$ cat src/shared/ulpcc_pkg.sv
// constants and types for the ulpi command codec
package ulpcc_pkg;
  localparam logic [7:0] IDLE_BYTE = 8'h00;
  localparam logic [1:0] CODE_SPECIAL = 2'h0;
  localparam logic [1:0] CODE_TRANSMIT = 2'h1;
  localparam logic [1:0] CODE_REG_WRITE = 2'h2;
  localparam logic [1:0] CODE_REG_READ = 2'h3;
  localparam logic [5:0] PAYLOAD_NOPID = 6'h00;
  localparam logic [5:0] PAYLOAD_EXTENDED = 6'h2f;
  localparam logic [1:0] PID_ZERO_FIELD = 2'h0;
  localparam logic [1:0] XCVR_HIGH_SPEED = 2'h0;
  localparam logic [1:0] XCVR_LOW_SPEED = 2'h2;
  localparam logic [1:0] OPMODE_CHIRP = 2'h2;
  localparam logic [1:0] LS_SE0 = 2'h0;
  localparam logic [1:0] LS_J = 2'h1;
  localparam logic [1:0] LS_K = 2'h2;
  localparam logic [1:0] LS_SE1 = 2'h3;
  localparam logic [1:0] VB_BELOW_END = 2'h0;
  localparam logic [1:0] VB_ABOVE_END = 2'h1;
  localparam logic [1:0] VB_SESS_VALID = 2'h2;
  localparam logic [1:0] VB_A_VALID = 2'h3;
  localparam logic [1:0] EV_NONE = 2'h0;
  localparam logic [1:0] EV_ACTIVE = 2'h1;
  localparam logic [1:0] EV_ERROR = 2'h3;
  localparam logic [1:0] EV_DISCONNECT = 2'h2;
  localparam int LINE_LSB = 0;
  localparam int VBUS_LSB = 2;
  localparam int EVENT_LSB = 4;
  localparam int ID_BIT = 6;
  localparam int ALT_BIT = 7;
  localparam int BUF_DEPTH = 2;
  typedef enum logic [3:0] {
    CMD_NONE = 4'b0000,
    CMD_NOPID = 4'b0001,
    CMD_PID = 4'b0010,
    CMD_REG_WRITE = 4'b0011,
    CMD_EXT_WRITE = 4'b0100,
    CMD_REG_READ = 4'b0101,
    CMD_EXT_READ = 4'b0110,
    CMD_ILLEGAL = 4'b0111
  } ulpcc_cmd_t;
  typedef enum logic [2:0] {
    ST_IDLE = 3'b000,
    ST_TURN_TO_LINK = 3'b001,
    ST_PAYLOAD = 3'b010,
    ST_EXT_ADDR = 3'b011,
    ST_STATUS = 3'b100,
    ST_TURN_TO_DEV = 3'b101
  } ulpcc_state_t;
endpackage

$ cat src/rtl/ulpcc_buffer.sv
// two-entry byte buffer with valid and ready on both sides
`timescale 1ns/10ps
module ulpcc_buffer (
  input wire logic core_clk_in,
  input wire logic rst_n_in,
  input wire logic in_valid_in,
  input wire logic [7:0] in_data_in,
  output logic in_ready_out,
  output logic out_valid_out,
  output logic [7:0] out_data_out,
  input wire logic out_ready_in
);
  logic [7:0] mem [ulpcc_pkg::BUF_DEPTH];
  logic [1:0] count;
  logic wr_ptr;
  logic rd_ptr;
  logic [1:0] next_count;
  logic next_wr_ptr;
  logic next_rd_ptr;
  logic push;
  logic pop;
  logic next_out_valid;
  logic [7:0] next_out_data;

  always_comb begin
    push = in_valid_in && (count != 2'h2);
    pop = out_ready_in && (count != 2'h0);
    next_count = count + {1'b0, push} - {1'b0, pop};
    next_wr_ptr = wr_ptr ^ push;
    next_rd_ptr = rd_ptr ^ pop;
    in_ready_out = (count != 2'h2);
    // head of the buffer after this edge, registered for the output
    next_out_valid = (next_count != 2'h0);
    next_out_data = (push && wr_ptr == next_rd_ptr) ? in_data_in : mem[next_rd_ptr];
  end

  always_ff @(posedge core_clk_in or negedge rst_n_in) begin
    if (!rst_n_in) begin
      count <= 2'h0;
      wr_ptr <= 1'b0;
      rd_ptr <= 1'b0;
      mem[0] <= 8'h00;
      mem[1] <= 8'h00;
      out_valid_out <= 1'b0;
      out_data_out <= 8'h00;
    end else begin
      count <= next_count;
      out_valid_out <= next_out_valid;
      out_data_out <= next_out_data;
      wr_ptr <= next_wr_ptr;
      rd_ptr <= next_rd_ptr;
      if (push) begin
        mem[wr_ptr] <= in_data_in;
      end
    end
  end
endmodule

$ cat src/rtl/ulpcc_status_builder.sv
// builds the status byte from line, vbus, event, id and alt sources
`timescale 1ns/10ps
module ulpcc_status_builder (
  input wire logic host_mode_in,
  input wire logic [1:0] xcvr_select_in,
  input wire logic term_select_in,
  input wire logic [1:0] op_mode_in,
  input wire logic dp_in,
  input wire logic dm_in,
  input wire logic squelch_in,
  input wire logic hs_diff_in,
  input wire logic sess_end_in,
  input wire logic sess_valid_in,
  input wire logic a_valid_cmp_in,
  input wire logic fault_in,
  input wire logic use_ext_ind_in,
  input wire logic pass_through_in,
  input wire logic ind_complement_in,
  input wire logic rx_active_in,
  input wire logic rx_error_in,
  input wire logic host_disconnect_in,
  input wire logic id_in,
  input wire logic alt_int_in,
  output logic [7:0] status_out
);
  logic [1:0] line;
  logic [1:0] vbus;
  logic [1:0] event_code;
  logic a_valid;
  logic fault_level;
  logic hs_path;
  logic chirp;

  always_comb begin
    hs_path = (xcvr_select_in == ulpcc_pkg::XCVR_HIGH_SPEED);
    // chirp: peripheral by termination, host by opmode
    chirp = hs_path && (host_mode_in ? (op_mode_in == ulpcc_pkg::OPMODE_CHIRP)
                                     : term_select_in);
    if (chirp) begin
      line = squelch_in ? ulpcc_pkg::LS_SE0
           : (hs_diff_in ? ulpcc_pkg::LS_J : ulpcc_pkg::LS_K);
    end else if (hs_path) begin
      line = squelch_in ? ulpcc_pkg::LS_SE0 : ulpcc_pkg::LS_J;
    end else begin
      // dp high reads 01: full speed j, low speed k
      line = {dm_in, dp_in};
    end
    // external indicator may replace the comparator
    fault_level = fault_in ^ ind_complement_in;
    if (use_ext_ind_in && pass_through_in) begin
      a_valid = fault_level;
    end else if (use_ext_ind_in) begin
      a_valid = fault_level && a_valid_cmp_in;
    end else begin
      a_valid = a_valid_cmp_in;
    end
    if (a_valid) begin
      vbus = ulpcc_pkg::VB_A_VALID;
    end else if (sess_valid_in) begin
      vbus = ulpcc_pkg::VB_SESS_VALID;
    end else if (sess_end_in) begin
      vbus = ulpcc_pkg::VB_BELOW_END;
    end else begin
      vbus = ulpcc_pkg::VB_ABOVE_END;
    end
    if (host_mode_in && host_disconnect_in) begin
      event_code = ulpcc_pkg::EV_DISCONNECT;
    end else if (rx_active_in && rx_error_in) begin
      event_code = ulpcc_pkg::EV_ERROR;
    end else if (rx_active_in) begin
      event_code = ulpcc_pkg::EV_ACTIVE;
    end else begin
      event_code = ulpcc_pkg::EV_NONE;
    end
    status_out = 8'h00;
    status_out[ulpcc_pkg::LINE_LSB +: 2] = line;
    status_out[ulpcc_pkg::VBUS_LSB +: 2] = vbus;
    status_out[ulpcc_pkg::EVENT_LSB +: 2] = event_code;
    status_out[ulpcc_pkg::ID_BIT] = id_in;
    status_out[ulpcc_pkg::ALT_BIT] = alt_int_in;
  end
endmodule

$ cat src/rtl/ulpcc_codec.sv
// ulpi command codec: transmit command decoder and status byte sender
// Summary of operation
// - nonzero command byte, device asserts nxt, data follows
// - code 00b payload zero is no operation
// - 01b zero payload: no-pid signalling after next byte
// - 01b 00xxxx: packet, pid from low nibble
// - 10b 101111: extended write, address byte follows
// - other 10b payloads: write, 6-bit immediate address
// - 11b 101111: extended read, address byte follows
// - other 11b payloads: read, 6-bit immediate address
// - status sent as one byte with dir high
// - any status field change sends new byte
// - wake-up status may be dropped if cleared
// - status byte field layout fixed
// - enabled b-valid edges send status with alt set
// - dp or dm change sends new line state
// - peripheral line state encoding per speed mode
// - host line state encoding per speed mode
// - vbus field encodes session comparators
// - a-valid selectable from indicator sources
// - pass-through fault drives a-valid, sends status
// - receive event field encoding
// - dir high: nxt low, data carries status
`timescale 1ns/10ps
module ulpcc_codec (
  input wire logic core_clk_in,
  input wire logic rst_n_in,
  input wire logic [7:0] ulpi_data_in,
  output logic [7:0] ulpi_data_out,
  output logic ulpi_data_oe_out,
  output logic ulpi_dir_out,
  output logic ulpi_nxt_out,
  input wire logic stp_in,
  input wire logic host_mode_in,
  input wire logic [1:0] xcvr_select_in,
  input wire logic term_select_in,
  input wire logic [1:0] op_mode_in,
  input wire logic dp_in,
  input wire logic dm_in,
  input wire logic squelch_in,
  input wire logic hs_diff_in,
  input wire logic sess_end_in,
  input wire logic sess_valid_in,
  input wire logic a_valid_cmp_in,
  input wire logic fault_in,
  input wire logic use_ext_ind_in,
  input wire logic pass_through_in,
  input wire logic ind_complement_in,
  input wire logic rx_active_in,
  input wire logic rx_error_in,
  input wire logic host_disconnect_in,
  input wire logic id_in,
  input wire logic bvalid_in,
  input wire logic bvalid_rise_en_in,
  input wire logic bvalid_fall_en_in,
  input wire logic low_power_in,
  output logic [3:0] cmd_kind_out,
  output logic [7:0] cmd_addr_out,
  output logic [3:0] cmd_pid_out,
  output logic cmd_valid_out,
  output logic tx_byte_valid_out,
  output logic [7:0] tx_byte_out,
  input wire logic tx_byte_ready_in
);
  ulpcc_pkg::ulpcc_state_t state;
  ulpcc_pkg::ulpcc_state_t next_state;
  ulpcc_pkg::ulpcc_cmd_t cmd;
  ulpcc_pkg::ulpcc_cmd_t next_cmd;
  ulpcc_pkg::ulpcc_cmd_t decoded;
  logic [7:0] status_now;
  logic [7:0] status_sent;
  logic [7:0] next_status_sent;
  logic bvalid_prev;
  logic alt_pending;
  logic next_alt_pending;
  logic alt_event;
  logic status_due;
  logic [7:0] data_out;
  logic [7:0] next_data_out;
  logic data_oe;
  logic next_data_oe;
  logic dir;
  logic next_dir;
  logic nxt;
  logic next_nxt;
  logic first_beat;
  logic next_first_beat;
  logic [3:0] kind;
  logic [3:0] next_kind;
  logic [7:0] addr;
  logic [7:0] next_addr;
  logic [3:0] pid;
  logic [3:0] next_pid;
  logic valid;
  logic next_valid;
  logic buf_in_valid;
  logic buf_in_ready;
  logic [7:0] buf_in_data;

  // decode a command byte into its kind
  function automatic ulpcc_pkg::ulpcc_cmd_t decode_cmd(input logic [7:0] b);
    logic [1:0] code;
    logic [5:0] payload;
    code = b[7:6];
    payload = b[5:0];
    unique case (code)
      ulpcc_pkg::CODE_SPECIAL: begin
        decode_cmd = (payload == ulpcc_pkg::PAYLOAD_NOPID) ? ulpcc_pkg::CMD_NONE
                   : ulpcc_pkg::CMD_ILLEGAL;
      end
      ulpcc_pkg::CODE_TRANSMIT: begin
        if (payload == ulpcc_pkg::PAYLOAD_NOPID) begin
          decode_cmd = ulpcc_pkg::CMD_NOPID;
        end else if (payload[5:4] == ulpcc_pkg::PID_ZERO_FIELD) begin
          decode_cmd = ulpcc_pkg::CMD_PID;
        end else begin
          decode_cmd = ulpcc_pkg::CMD_ILLEGAL;
        end
      end
      ulpcc_pkg::CODE_REG_WRITE: begin
        decode_cmd = (payload == ulpcc_pkg::PAYLOAD_EXTENDED) ? ulpcc_pkg::CMD_EXT_WRITE
                   : ulpcc_pkg::CMD_REG_WRITE;
      end
      ulpcc_pkg::CODE_REG_READ: begin
        decode_cmd = (payload == ulpcc_pkg::PAYLOAD_EXTENDED) ? ulpcc_pkg::CMD_EXT_READ
                   : ulpcc_pkg::CMD_REG_READ;
      end
    endcase
  endfunction

  ulpcc_status_builder u_status (
    .host_mode_in(host_mode_in),
    .xcvr_select_in(xcvr_select_in),
    .term_select_in(term_select_in),
    .op_mode_in(op_mode_in),
    .dp_in(dp_in),
    .dm_in(dm_in),
    .squelch_in(squelch_in),
    .hs_diff_in(hs_diff_in),
    .sess_end_in(sess_end_in),
    .sess_valid_in(sess_valid_in),
    .a_valid_cmp_in(a_valid_cmp_in),
    .fault_in(fault_in),
    .use_ext_ind_in(use_ext_ind_in),
    .pass_through_in(pass_through_in),
    .ind_complement_in(ind_complement_in),
    .rx_active_in(rx_active_in),
    .rx_error_in(rx_error_in),
    .host_disconnect_in(host_disconnect_in),
    .id_in(id_in),
    .alt_int_in(alt_pending),
    .status_out(status_now)
  );

  ulpcc_buffer u_buffer (
    .core_clk_in(core_clk_in),
    .rst_n_in(rst_n_in),
    .in_valid_in(buf_in_valid),
    .in_data_in(buf_in_data),
    .in_ready_out(buf_in_ready),
    .out_valid_out(tx_byte_valid_out),
    .out_data_out(tx_byte_out),
    .out_ready_in(tx_byte_ready_in)
  );

  always_comb begin
    decoded = decode_cmd(ulpi_data_in);
    // enabled b-valid edges raise the alternate flag
    alt_event = (bvalid_in && !bvalid_prev && bvalid_rise_en_in)
             || (!bvalid_in && bvalid_prev && bvalid_fall_en_in);
    next_alt_pending = alt_pending;
    if (alt_event) begin
      next_alt_pending = 1'b1;
    end
    // any field change, including line and fault, needs a status byte
    // while in low power nothing is sent; a change gone before wake is dropped
    status_due = (status_now != status_sent) && !low_power_in;
    next_state = state;
    next_status_sent = status_sent;
    next_cmd = cmd;
    next_dir = dir;
    next_nxt = 1'b0;
    next_first_beat = 1'b0;
    next_data_out = data_out;
    next_data_oe = data_oe;
    next_kind = kind;
    next_addr = addr;
    next_pid = pid;
    next_valid = 1'b0;
    buf_in_valid = 1'b0;
    buf_in_data = ulpi_data_in;
    unique case (state)
      ulpcc_pkg::ST_IDLE: begin
        // only decode with the bus owned by the link
        if (status_due) begin
          next_state = ulpcc_pkg::ST_TURN_TO_DEV;
          next_dir = 1'b1;
        end else if (ulpi_data_in != ulpcc_pkg::IDLE_BYTE
                     && decoded != ulpcc_pkg::CMD_ILLEGAL
                     && decoded != ulpcc_pkg::CMD_NONE) begin
          next_cmd = decoded; // accept and raise nxt
          next_nxt = 1'b1;
          // the first nxt edge takes the command byte itself
          next_first_beat = 1'b1;
          next_kind = decoded;
          next_pid = ulpi_data_in[3:0];
          next_addr = {2'b00, ulpi_data_in[5:0]};
          next_state = (decoded == ulpcc_pkg::CMD_EXT_WRITE
                        || decoded == ulpcc_pkg::CMD_EXT_READ)
                     ? ulpcc_pkg::ST_EXT_ADDR : ulpcc_pkg::ST_PAYLOAD;
          next_valid = !(decoded == ulpcc_pkg::CMD_EXT_WRITE
                         || decoded == ulpcc_pkg::CMD_EXT_READ);
        end
      end
      ulpcc_pkg::ST_EXT_ADDR: begin
        next_nxt = 1'b1;
        if (!first_beat) begin
          next_addr = ulpi_data_in; // full address byte
          next_valid = 1'b1;
          next_state = ulpcc_pkg::ST_PAYLOAD;
        end
      end
      ulpcc_pkg::ST_PAYLOAD: begin
        // data bytes go to the buffer; nxt drops when it cannot take one
        if (stp_in) begin
          next_state = ulpcc_pkg::ST_IDLE;
        end else if (cmd == ulpcc_pkg::CMD_REG_READ || cmd == ulpcc_pkg::CMD_EXT_READ) begin
          next_state = ulpcc_pkg::ST_IDLE;
        end else begin
          buf_in_valid = nxt && !first_beat;
          // keep nxt only while a slot is free after this edge
          next_nxt = buf_in_ready
                   && !(buf_in_valid && tx_byte_valid_out && !tx_byte_ready_in);
          if (!buf_in_ready && tx_byte_ready_in) begin
            next_nxt = 1'b1;
          end
        end
      end
      ulpcc_pkg::ST_TURN_TO_DEV: begin
        // turnaround cycle: data lines ignored
        next_data_oe = 1'b1;
        next_data_out = status_now;
        next_status_sent = status_now;
        next_alt_pending = alt_event;
        next_state = ulpcc_pkg::ST_STATUS;
      end
      ulpcc_pkg::ST_STATUS: begin
        // status byte on the bus with nxt low
        if (status_due) begin
          next_data_out = status_now;
          next_status_sent = status_now;
          next_alt_pending = alt_event;
        end else begin
          next_dir = 1'b0;
          next_data_oe = 1'b0;
          next_state = ulpcc_pkg::ST_TURN_TO_LINK;
        end
      end
      ulpcc_pkg::ST_TURN_TO_LINK: begin
        next_state = ulpcc_pkg::ST_IDLE; // turnaround cycle, then idle
      end
      default: begin
        next_state = ulpcc_pkg::ST_IDLE;
      end
    endcase
  end

  always_ff @(posedge core_clk_in or negedge rst_n_in) begin
    if (!rst_n_in) begin
      state <= ulpcc_pkg::ST_IDLE;
      cmd <= ulpcc_pkg::CMD_NONE;
      status_sent <= 8'h00;
      bvalid_prev <= 1'b0;
      alt_pending <= 1'b0;
      data_out <= 8'h00;
      data_oe <= 1'b0;
      dir <= 1'b0;
      nxt <= 1'b0;
      first_beat <= 1'b0;
      kind <= 4'h0;
      addr <= 8'h00;
      pid <= 4'h0;
      valid <= 1'b0;
    end else begin
      state <= next_state;
      cmd <= next_cmd;
      status_sent <= next_status_sent;
      bvalid_prev <= bvalid_in;
      alt_pending <= next_alt_pending;
      data_out <= next_data_out;
      data_oe <= next_data_oe;
      dir <= next_dir;
      nxt <= next_nxt;
      first_beat <= next_first_beat;
      kind <= next_kind;
      addr <= next_addr;
      pid <= next_pid;
      valid <= next_valid;
    end
  end

  always_comb begin
    ulpi_data_out = data_out;
    ulpi_data_oe_out = data_oe;
    ulpi_dir_out = dir;
    ulpi_nxt_out = nxt;
    cmd_kind_out = kind;
    cmd_addr_out = addr;
    cmd_pid_out = pid;
    cmd_valid_out = valid;
  end
endmodule

$ cat config.mk
export PLATFORM = sky130hd
export DESIGN_NAME = ulpcc_codec
export DESIGN_NICKNAME = d
export VERILOG_FILES = /design/src/shared/ulpcc_pkg.sv /design/src/rtl/ulpcc_buffer.sv /design/src/rtl/ulpcc_status_builder.sv /design/src/rtl/ulpcc_codec.sv
export SDC_FILE = /design/constraint.sdc
export NUM_CORES = 1
export LEC_CHECK = 0
export BUFFER_PORTS_ARGS = -buffer_cell sky130_fd_sc_hd__buf_2
export CAP_MARGIN = 25
export CORE_AREA = 2 2 80 113
export DETAILED_ROUTE_END_ITERATION = 12
export DIE_AREA = 0 0 82 115
export SLEW_MARGIN = 20
export SYNTH_ARGS = -nofsm -noshare
export SYNTH_HDL_FRONTEND = slang
export SYNTH_SLANG_ARGS = --single-unit
$ cat constraint.sdc
create_clock -name core_clk_in -period 3 [get_ports core_clk_in]
set_clock_uncertainty 0.15 [all_clocks]
set_input_delay 0.15 -clock core_clk_in [delete_from_list [all_inputs] [get_ports core_clk_in]]
set_output_delay 0.15 -clock core_clk_in [all_outputs]
set_load 0.02 [all_outputs]
==> summary.md <==
| Metric | Value |
|---|---|
| Switching pwr | `1.46 mW` |
| Launching point of the worst reg2reg path | `cmd_kind_out[1]` |
| Worst path arrival time | `2.57 ns` |
| Post-CTS setup buffer count | `0` |
| Hold Path Sink | `u_buffer.out_data_out[2]` |
| Leading cell types by total area after synthesis | `dfrtp_1 54%, mux2_2 12%, mux2i_1 4.2%` |
| Hold path depth | `3` |
| Synthesized area divided by synthesized cell count | `11.8 sq um` |
| Maximum level of the CTS H-tree | `3` |
| Wirelength, routed | `6120 um` |
| R2R cell count | `6` |
| Chip Height | `115 um` |
| CTS buffer count | `9` |
| Signed area change from the synthesized netlist to the final layout | `32.4%` |
| Final critical-path required period | `2.51 ns` |
| Hold Crit Start | `ulpi_data_in[2]` |
| Drt via density | `4.77` |
| CTS tree | `yes` |
| Clock latency on the worst-skew pair | `0.33 ns` |
| Worst R2R End | `u_buffer.mem[8]` |
| Clock tree buffer depth | `2` |
| Switching share of power | `35.4%` |
| Number of synthesized flops with an enable pin | `0` |
| Gate power share | `37.1%` |
| Slack of the worst reg-to-reg path | `0.55 ns` |
| Total I/O pin count | `74` |
| Largest area contributor in the synthesized netlist | `dfrtp_1` |
| Total congestion overflow | `0` |
| Clock slew at reported path FFs | `0.05 ns` |
| Post-synthesis sequential area ratio | `53.7%` |
| Placeable Area | `0.00841 sq mm` |
| Count of port buffers added during placement | `72` |
| Cell count after synthesis | `244` |
| Hpwl dp | `4460 um` |
| Count of yosys warnings during synthesis | `0` |
| HP Class | `in2reg` |
| Number of search-and-repair iterations in the first detailed-routing pass | `4` |
| Leading post-synthesis cells by instance count | `62 x dfrtp_1, 30 x mux2_2, 20 x nand2_1` |
| Post-detailed-route count of antenna-violating nets | `0` |
| Count of final max-slew check failures | `0` |
| Power Density | `1070 mW/mm^2` |
| Count of standard-cell rows | `40` |
| DR vias | `2123` |
| Net count after synthesis | `285` |
| Die area | `0.00943 sq mm` |
| Achievable clock frequency | `398 MHz` |
| Setup Total Neg Slack | `0 ns` |
| Number of clock sinks seen by CTS | `62` |
| Nature of the critical path endpoint | `flop` |
| Antenna diode count | `0` |
| Worst setup SP type | `input pin` |
| Fillcell total | `798` |
| Leak Pwr | `1.89 nW` |
| RSZ-0062 raised after global routing | `no` |
| Number of global-route vias before repair | `2156` |
| Global placer's final weighted congestion | `0.766` |
| Final net count | `376` |
| Initial antenna violation count | `0` |
| Register share of total power | `35.4%` |
| Number of distinct library cell variants in the gate-level netlist after synthesis | `49` |
| Finish-stage setup viols | `0` |
| Crit Path Class | `in2reg` |
| Max Cap Viol | `0` |
| Global-route wire length before repair | `10000 um` |
| Proportion of layout cells with a drive suffix above 1 | `41.2%` |
| Clk Tree Root Cell | `clkbuf_16` |
| Fraction of post-synthesis cell area in the top cell type by area | `53.7%` |
| Hold violation count in the final report | `0` |
| Synth Register Bits | `62` |
| Proportion of synthesized flip-flops having asynchronous set or reset | `100%` |
| Clock share of power | `27.5%` |
| Initial Utilization | `34.3%` |
| Total design power | `4.11 mW` |
| Number of DRC markers in iteration 0 | `68` |
| Internal power component | `2.65 mW` |
| CP Max Fanout | `9` |
| Largest net degree at the start of global routing | `44` |
| Fin crit share | `83.7%` |
| Average wire length per cell after detail routing | `13.8 um` |
| Critical Path RT | `3.06 ns` |
| Maximum ir drop on the vdd rail | `603 uV` |
| Non-filler cells in the finished layout | `445` |
| Cells after DPL | `420` |
| Final routed DRC violation total | `0` |
| All-layer global routing usage | `14.3%` |
| Most frequent cell after synthesis | `dfrtp_1` |
| Dominant register cell in the synthesized netlist | `dfrtp_1` |
| Status | `finished clean` |
| Post-synth design cell area | `0.00289 sq mm` |
| Final Core Density | `45.5%` |
| Overall die width | `82 um` |
==> how the worst max path moves through the flow <==
stage                                  from          endpoint  slack [ns]  cells after the start
after floorplan           xcvr_select_in[1]  ulpi_data_out[0]        0.49                      7
after global placement    xcvr_select_in[1]   cmd_kind_out[0]        0.19                      9
after detailed placement  xcvr_select_in[1]   cmd_kind_out[0]        0.12                      9
after CTS                 xcvr_select_in[1]   cmd_kind_out[0]        0.48                      9
after global routing           rx_active_in   cmd_kind_out[0]        0.29                      9
final                          rx_active_in   cmd_kind_out[0]        0.49                      9
==> flip-flops by register name, summed over array words and instances (netlist names), 2 cells and up <==
register	count
cmd_pid_out	4
ulpi_data_out	8
cmd_addr_out	8
u_buffer.mem	16
u_buffer.out_data_out	8
state	3
u_buffer.count	2
cmd_kind_out	3
==> cells by family (layout without fill, tap and decap cells) <==
kind of cell               Yosys count  count (layout)  synth area share, %
and+or+nand+nor                     55              55                 9.27
DFF                                 62              62                 53.7
other                                1               1                0.130
muxes                               44              44                 16.9
AOI/OAI and AO/OA                   40              40                 9.84
buffers and inverters               23             119                 3.60
xor gates and xnor gates            15              15                 4.81
adders and majority gates            4               4                 1.73
==> power groups by stage <==
stage | Combinational, mW | Clock [mW] | Sequential [mW]
global placement | 1.50 | 0 | 1.46
floorplan | 0.780 | 0 | 1.71
detailed placement | 1.53 | 0 | 1.47
finish | 1.52 | 1.13 | 1.46
global route | 1.66 | 1.19 | 1.51
CTS | 1.55 | 1.15 | 1.46
==> per-layer routing <==
metal	up-vias	part of all wire (%)	routed length [um]	global-route usage [%]
met1	1021	41	2490	16.2
met5	-	0	0	0
met4	0	2.6	161	8.67
met2	65	51	3100	23.1
met3	12	6.0	369	4.47
li1	1025	-	-	-
==> timing repair <==
| action | in CTS | in global routing |
|---|---|---|
| hold buffers | 8 | 0 |
| resized for setup | 0 | 0 |
| endpoints found under the hold margin | 54 | 0 |
==> cell type report <==
type,count,area [sq um],area share [%]
Clock buffer,10,239,6.25
Timing Repair Buffer,88,513,13.4
Clock inverter,6,93.8,2.45
Sequential cell,62,1550,40.6
Inverter,15,61.3,1.60
Tap cell,105,131,3.44
Multi-Input combinational cell,159,1230,32.2
==> critical path, stage by stage <==
cell and delay (ns):
dlygate4sd3_1 0.53, buf_2 0.14, nor3_1 0.17, a31oi_1 0.07, a2111oi_2 0.42, a31oi_4 0.20
or2_1 0.46, inv_6 0.12, mux2_4 0.30
==> layout by cell type (no fill, tap or decap), types with 2 or more instances in the layout <==
master / instances
a21o_1: 2
a21oi_1: 11
buf_2: 72
buf_4: 7
bufinv_16: 2
clkbuf_16: 9
clkinv_4: 2
dfrtp_1: 62
dlygate4sd3_1: 8
ha_1: 4
inv_1: 14
inv_6: 2
mux2_2: 30
mux2_4: 2
mux2i_1: 12
nand2_1: 20
nand3b_1: 2
nor2_1: 13
nor2b_1: 2
nor3_1: 5
nor3b_1: 3
o21a_1: 2
o21ai_0: 9
o22ai_1: 3
xnor2_1: 7
xor2_1: 7
==> stage by stage <==
step                hold slack [ns]  setup slack, ns  instance area [sq um]
global placement              0.133            0.190                   3390
floorplan                    -0.296            0.489                   2890
CTS                         0.00143            0.482                   3800
detailed placement            0.139            0.125                   3390
finish                      0.00588            0.489                   3820
global route                 0.0302            0.293                   3820
Power figures use the tool's default switching activity.
